===== config.mk =====
export PLATFORM = sky130hd
export DESIGN_NAME = sss_sequencer
export DESIGN_NICKNAME = d
export VERILOG_FILES = /design/src/include/sss_pkg.sv /design/src/hdl/sss_sequencer.sv
export SDC_FILE = /design/constraint.sdc
export NUM_CORES = 1
export LEC_CHECK = 0
export BUFFER_PORTS_ARGS = -buffer_cell sky130_fd_sc_hd__buf_2
export CORE_ASPECT_RATIO = 1.5
export CORE_MARGIN = 3
export CORE_UTILIZATION = 50
export CTS_CLUSTER_SIZE = 24
export DETAILED_ROUTE_END_ITERATION = 12
export PLACE_DENSITY_LB_ADDON = 0.12
export SYNTH_ARGS = -nofsm -noshare
export SYNTH_HDL_FRONTEND = slang
export SYNTH_SLANG_ARGS = --single-unit

===== constraint.sdc =====
create_clock -name clk_sys -period 2.5 [get_ports clk_sys]
set_clock_uncertainty 0.1 [all_clocks]
set_input_delay 0.125 -clock clk_sys [delete_from_list [all_inputs] [get_ports clk_sys]]
set_output_delay 0.125 -clock clk_sys [all_outputs]
set_load 0.01 [all_outputs]

===== src/include/sss_pkg.sv =====
/*
 Shared types and constants of the sleep, standby and active sequencer.
 Assumes a single 40 MHz clock and a synchronous active-high reset.
*/
package sss_pkg;
  localparam int CFG_W = 8;
  localparam logic [CFG_W-1:0] CFG_RESET = 8'h00;
  localparam logic [1:0] SYNC_RESET = 2'h0;
  localparam logic [1:0] PS_SLEEP = 2'h0;
  localparam logic [1:0] PS_STANDBY = 2'h1;
  localparam logic [1:0] PS_ACTIVE = 2'h2;

  typedef enum logic [2:0] {
    SSS_SLEEP = 3'h1,
    SSS_STANDBY = 3'h2,
    SSS_ACTIVE = 3'h4
  } sss_state_t;

  typedef struct packed {
    logic wr_valid;
    logic driver_enable_bit;
  } sss_host_wr_t;

  typedef struct packed {
    logic [1:0] sleep_sync;
    sss_state_t state;
    logic driver_enable_bit;
    logic drivers_on;
    logic awake;
    logic [CFG_W-1:0] cfg;
    logic [CFG_W-1:0] cfg_s1;
    logic [CFG_W-1:0] cfg_s2;
    logic [1:0] power_state;
  } sss_regs_t;
endpackage : sss_pkg


===== src/hdl/sss_sequencer.sv =====
/*
 Power-state sequencer: sleep, standby and active states with driver gate.
 Assumes sleep_pin and strap pins are asynchronous and synchronised here;
 host writes and variant select come from logic on clk_sys.
*/
`timescale 1ns/1ps
module sss_sequencer (
  input wire logic clk_sys,
  input wire logic reset,
  input wire logic sleep_pin,
  input wire logic serial_variant,
  input wire logic [sss_pkg::CFG_W-1:0] config_pins,
  input wire sss_pkg::sss_host_wr_t host_wr,
  output logic drivers_on,
  output logic awake,
  output logic [1:0] power_state,
  output logic [sss_pkg::CFG_W-1:0] strap_config
);
  sss_pkg::sss_regs_t r;
  sss_pkg::sss_regs_t next_r;
  logic sleep_high;
  logic write_seen;
  logic write_one;
  logic write_zero;

  // Code shown on power_state for a state
  function automatic logic [1:0] power_code(
    input sss_pkg::sss_state_t st
  );
    logic [1:0] code;
    code = sss_pkg::PS_SLEEP;
    case (st)
      sss_pkg::SSS_SLEEP: begin
        code = sss_pkg::PS_SLEEP;
      end
      sss_pkg::SSS_STANDBY: begin
        code = sss_pkg::PS_STANDBY;
      end
      sss_pkg::SSS_ACTIVE: begin
        code = sss_pkg::PS_ACTIVE;
      end
      default: begin
        code = sss_pkg::PS_SLEEP;
      end
    endcase
    return code;
  endfunction : power_code

  // Awake in standby and active only
  function automatic logic state_awake(
    input sss_pkg::sss_state_t st
  );
    logic up;
    up = 1'h0;
    case (st)
      sss_pkg::SSS_SLEEP: begin
        up = 1'h0;
      end
      sss_pkg::SSS_STANDBY: begin
        up = 1'h1;
      end
      sss_pkg::SSS_ACTIVE: begin
        up = 1'h1;
      end
      default: begin
        up = 1'h0;
      end
    endcase
    return up;
  endfunction : state_awake

  // Gate drivers run in the active state only
  function automatic logic state_drives(
    input sss_pkg::sss_state_t st
  );
    logic drive;
    drive = 1'h0;
    case (st)
      sss_pkg::SSS_SLEEP: begin
        drive = 1'h0;
      end
      sss_pkg::SSS_STANDBY: begin
        drive = 1'h0;
      end
      sss_pkg::SSS_ACTIVE: begin
        drive = 1'h1;
      end
      default: begin
        drive = 1'h0;
      end
    endcase
    return drive;
  endfunction : state_drives

  // Host writes count only while awake on the serial variant
  function automatic logic write_taken(
    input sss_pkg::sss_state_t st,
    input logic serial
  );
    logic taken;
    taken = 1'h0;
    case (st)
      sss_pkg::SSS_SLEEP: begin
        taken = 1'h0;
      end
      sss_pkg::SSS_STANDBY: begin
        taken = serial;
      end
      sss_pkg::SSS_ACTIVE: begin
        taken = serial;
      end
      default: begin
        taken = 1'h0;
      end
    endcase
    return taken;
  endfunction : write_taken

  // Next stored enable bit; sleep always clears it
  function automatic logic enable_next(
    input sss_pkg::sss_state_t st,
    input logic awake_req,
    input logic taken,
    input logic value,
    input logic held
  );
    logic en;
    en = held;
    if (!awake_req) begin
      en = 1'h0;
    end else begin
      case (st)
        sss_pkg::SSS_SLEEP: begin
          en = 1'h0;
        end
        sss_pkg::SSS_STANDBY: begin
          if (taken) begin
            en = value;
          end
        end
        sss_pkg::SSS_ACTIVE: begin
          if (taken) begin
            en = value;
          end
        end
        default: begin
          en = 1'h0;
        end
      endcase
    end
    return en;
  endfunction : enable_next

  // Only the second sync stage is read
  assign sleep_high = r.sleep_sync[1];
  assign write_seen = host_wr.wr_valid &&
                      write_taken(r.state, serial_variant);
  assign write_one = write_seen && host_wr.driver_enable_bit;
  assign write_zero = write_seen && !host_wr.driver_enable_bit;

  always_comb begin
    next_r = r;
    next_r.sleep_sync = {r.sleep_sync[0], sleep_pin};
    next_r.cfg_s1 = config_pins;
    next_r.cfg_s2 = r.cfg_s1;
    next_r.driver_enable_bit = enable_next(r.state, sleep_high,
                                           write_seen,
                                           host_wr.driver_enable_bit,
                                           r.driver_enable_bit);
    case (r.state)
      sss_pkg::SSS_SLEEP: begin
        if (sleep_high) begin
          next_r.state = sss_pkg::SSS_STANDBY;
        end
      end
      sss_pkg::SSS_STANDBY: begin
        if (!sleep_high) begin
          next_r.state = sss_pkg::SSS_SLEEP;
        end else if (!serial_variant) begin
          next_r.cfg = r.cfg_s2;
          next_r.state = sss_pkg::SSS_ACTIVE;
        end else if (write_one) begin
          next_r.state = sss_pkg::SSS_ACTIVE;
        end
      end
      sss_pkg::SSS_ACTIVE: begin
        if (!sleep_high) begin
          next_r.state = sss_pkg::SSS_SLEEP;
        end else if (write_zero) begin
          next_r.state = sss_pkg::SSS_STANDBY;
        end
      end
      default: begin
        next_r.state = sss_pkg::SSS_SLEEP;
      end
    endcase
    next_r.awake = state_awake(next_r.state);
    next_r.drivers_on = state_drives(next_r.state);
    next_r.power_state = power_code(next_r.state);
  end

  always_ff @(posedge clk_sys) begin
    if (reset) begin
      r.sleep_sync <= sss_pkg::SYNC_RESET;
      r.state <= sss_pkg::SSS_SLEEP;
      r.driver_enable_bit <= 1'h0;
      r.drivers_on <= 1'h0;
      r.awake <= 1'h0;
      r.cfg <= sss_pkg::CFG_RESET;
      r.cfg_s1 <= sss_pkg::CFG_RESET;
      r.cfg_s2 <= sss_pkg::CFG_RESET;
      r.power_state <= sss_pkg::PS_SLEEP;
    end else begin
      r <= next_r;
    end
  end

  // Every output comes straight from its own register in r
  assign drivers_on = r.drivers_on;
  assign awake = r.awake;
  assign strap_config = r.cfg;
  assign power_state = r.power_state;
endmodule : sss_sequencer


# Yosys cells after proc, flatten, opt, wreduce, memory -nomap -nowiden
# Cells that the tools add are included.
# word_totals
ramBits	0
memories	0
wordCells	32
input_bits	14
latch_bits	0
output_inout_bits	12
rom_bits	0
register_bits	33
# classes
bitwise_logic	1
div_mod_pow	0
n_reduce_logical	7
order_cmp	0
eq_ne	5
muxes	11
add_sub_neg	0
shift	0
mul	0
# ops
operator	n
$mux W3	6
$pmux W3 S3	1
$eq A3 B2 Y1 const B	2
$eq A3 B3 Y1 const B	2
$pmux W2 S2	1
$reduce_or A2 Y1	2
$eq A3 B1 Y1 const B	1
$logic_and A1 B1 Y1	3
$mux W1	3
$reduce_and A3 Y1	1
$logic_not A1 Y1	1
$not A1 Y1	1

# Logic depth before layout (Yosys ltp)
# logic_depth
word_depth	12
ltp_mapped	4
depth_no_buf	3

# Worst setup path after synthesis
# OpenSTA, ideal clock, no wires.
# synth_timing
kind	reg2reg
startpoint	register r[30] (netlist name)
endpoint	register r, in the netlist strap_config[0]
period_less_slack_ns	1.235
slack_ns	1.265
path_buffers	1
required_time_ns	2.328
setup_ns	0.072
path_stages_with_launch	5
t_arrival_ns	1.063
path_cell_list	dfxtp_1 > nor2b_2 > and3_1 > buf_4 > mux2i_1
# synth_via
elab_chain_len	2
# synth_rtl
element	line_no	text
start, declared	sss_sequencer.sv:19	sss_pkg::sss_regs_t r;
start signal, assigned	sss_sequencer.sv:214	r <= next_r;
$eq A3 B2 Y1	sss_sequencer.sv:170	case (r.state)
$reduce_and A3 Y1 (no source line)	-	
# Every way passes these cells.
# A chain may end at the register's enable or synchronous reset.

# Worst setup path in the final report
# layout_timing
startpoint	register r[30] (netlist name)
endpoint	register r, in the netlist strap_config[1]
# Same word-level chain as after synthesis.

==> metrics <==
cell area after technology mapping 1180 um^2; Fmax 665 MHz; register-to-register path setup slack 1000 ps; outcome completed; crit path capture strap_config[1]; Die Area 3000 um^2; fraction of layout cells with a size suffix above 1 26.5%; transition at the pin with the smallest max-transition slack ~500 ps; post-synth cell types 21; Worst path top cell family by delay simple AND/OR/NAND/NOR gates; post-synthesis instance total 108; antenna violation net count after detailed routing 0; register clock-pin slew on the reported worst setup and hold paths 90 ps; top post-synthesis cells by area sky130_fd_sc_hd__dfxtp_1 (54%), sky130_fd_sc_hd__nor2b_1 (10%), sky130_fd_sc_hd__nand2b_1 (9.0%); clock buffers created by TritonCTS 5; total routing resource utilization after global routing roughly an eighth; Setup crit end kind flip-flop; P_leak roughly 0.57 nW; number of primary I/O pins 26; clock sinks 32; detailed-router iteration count before antenna repair 3; critical path startpoint category flip-flop; number of antenna violations at the first check in global routing 0; Max VDD drop 0.416 mV; Crit path depth 3; beginning of the worst register-to-register path r[30]; slowest stage delay, CP 480 ps; CTS HTree Levels 2; number of cells on the worst reg-to-reg path 3; Post-synth EDFFs 0; post-synthesis net count around 120; min-delay worst type primary input to flip-flop; end of the worst register-to-register path strap_config[1]; routed via count ~740; # rows 21; starting utilization of the core area 52.9%; Area Growth Syn to Fin 17.5%; post-route fraction of the period consumed by the critical path 60.1%; number of diodes added for antenna fixing 0; maximum fanout count along the critical path 8; slowest cell on the critical path sky130_fd_sc_hd__and3_1; global placement routability congestion ~0.76; setup repair after global routing missed its margin false; power density relative to cell area roughly 600 nW/um^2; Residual DRC 0; clock latency on the worst-skew pair 320 ps; pin count of the biggest net entering global routing 36; utilization of the core after routing 62.2%; CTS Root Cell sky130_fd_sc_hd__clkbuf_4; average size of a mapped cell 10.9 um^2; first-pass GRT wire length 2.76 mm; average wire per cell in the routed design just over 10 um; # port buffers 25; cell chain of the critical path nor2b_2 -> and3_1 -> mux2i_1; most frequent cell after synthesis sky130_fd_sc_hd__dfxtp_1; horizontal die dimension 45.7 um; grt total ovfl 0; data arrival time of the critical path about 1700 ps; die height 65.6 um; main flop type after synthesis sky130_fd_sc_hd__dfxtp_1; start point of the worst hold path reset; via count of the first global-routing pass about 670; final wirelength 1.62 mm; Setup TNS 0 ps; final critical delay including setup and external delays 1500 ps; maximum number of buffers from clock root to sink 2; final-report setup violation count 0; share of flip-flops with an asynchronous set or reset 0%; classification of the worst setup path flip-flop to flip-flop; launch point of the critical path r[30]; Placeable Area 2230 um^2; final max-slew violation count 0; critical path data required time between 2000 and 3000 ps; register area share after synthesis a little over half; via density per instance 4.67; Total Nets Final 150; CTS tree built; Hold Vio Cnt, Final 0; Seq cells post-synth 32; post-DP HPWL 1.03 mm; number of violations of the max-capacitance limit 0; commonest cells in the netlist sky130_fd_sc_hd__dfxtp_1 (32), sky130_fd_sc_hd__nor2b_1 (19), sky130_fd_sc_hd__nand2b_1 (17), sky130_fd_sc_hd__buf_4 (11), sky130_fd_sc_hd__mux2i_1 (8); initial drt markers 10; Power, Total 0.838 mW; slew margin rel. 67.5%; number of buffers and inverters on the critical path 0; fraction of post-synthesis cell area in the top cell type by area a little over half; Yosys warning count 0; dominant cell type by area after synthesis sky130_fd_sc_hd__dfxtp_1
[state kept, by name (all words and copies together) (netlist names)]
register and flops:
next_r 9, awake 1, drivers_on 1, strap_config 8
power_state 1, r 12
[cell usage in the layout, fill, tap and decap left out]
| cell | count |
|---|---|
| sky130_fd_sc_hd__dfxtp_1 | 32 |
| sky130_fd_sc_hd__buf_2 | 25 |
| sky130_fd_sc_hd__nor2b_1 | 19 |
| sky130_fd_sc_hd__nand2b_1 | 17 |
| sky130_fd_sc_hd__dlygate4sd3_1 | 10 |
| sky130_fd_sc_hd__mux2i_1 | 8 |
| sky130_fd_sc_hd__clkbuf_4 | 5 |
| sky130_fd_sc_hd__nor2_1 | 2 |
| sky130_fd_sc_hd__o21ai_0 | 2 |
| sky130_fd_sc_hd__a2111oi_2 | 2 |
| sky130_fd_sc_hd__nor2b_2 | 1 |
| sky130_fd_sc_hd__nand2_1 | 1 |
| sky130_fd_sc_hd__and2b_1 | 1 |
| sky130_fd_sc_hd__a22oi_1 | 1 |
| sky130_fd_sc_hd__and2b_2 | 1 |
| sky130_fd_sc_hd__nand3b_1 | 1 |
| sky130_fd_sc_hd__nand3_1 | 1 |
| sky130_fd_sc_hd__o21ai_1 | 1 |
| sky130_fd_sc_hd__o311ai_4 | 1 |
| sky130_fd_sc_hd__a21oi_1 | 1 |
| sky130_fd_sc_hd__inv_1 | 1 |
| sky130_fd_sc_hd__and3_1 | 1 |
| sky130_fd_sc_hd__clkbuf_1 | 1 |
| sky130_fd_sc_hd__clkinv_2 | 1 |
[how the worst min path moves through the flow]
stage / endpoint / slack, ps / cells after the start
2_1_floorplan: drivers_on / 120 / 1
3_3_place_gp: next_r[3] / 230 / 2
3_5_place_dp: next_r[6] / 240 / 2
4_1_cts: r[30] / 140 / 4
5_1_grt: r[3] / 160 / 2
6_report: r[6] / 150 / 2
[power breakdown]
group	internal (mW)	switching (mW)	total (mW)
Sequential	0.524	0.00417	0.529
Clock	0.103	0.153	0.256
Combinational	0.0327	0.0204	0.0531
[routing by layer]
metal	routed length, um	global-route usage (%)	vias to the layer above
met4	51	8.54	0
met5	0	0	-
met2	754	19.9	24
met1	698	13.5	322
met3	120	7.40	6
li1	-	-	391
[cells by family (layout without fill, tap and decap cells)]
kind of cell | count (synthesis) | in the layout | share of synthesized area (%)
compound gates | 8 | 8 | 7.09
mux | 8 | 8 | 6.77
simple gates | 45 | 45 | 23.7
flops | 32 | 32 | 54.2
buf+inv | 15 | 43 | 8.25
[final cells by class]
class / count / area, um^2
clock buffers: 6 / 41.3
fillers: 179 / 845
clock inverters: 1 / 5.00
flip-flops and latches: 32 / 641
well taps: 23 / 28.8
multi-input cells: 61 / 444
inverters: 1 / 3.75
repair buffers: 35 / 225
[through the flow]
stage | instances | setup WS [ps] | cell area (um^2) | hold slack [ps]
2_1_floorplan | 108 | 1260 | 1180 | 119
3_3_place_gp | 142 | 1050 | 1240 | 232
3_5_place_dp | 142 | 999 | 1240 | 239
4_1_cts | 159 | 966 | 1390 | 140
5_1_grt | 159 | 878 | 1390 | 164
6_report | 159 | 997 | 1390 | 152
[repair_timing]
action                                  CTS  global route
buffers inserted                          0             0
hold endpoints to repair                 11             0
endpoints found under the setup margin    0             0
hold buffers                             10             0
resized for setup                         0             0
No activity file was read; power rests on OpenSTA's default activity.
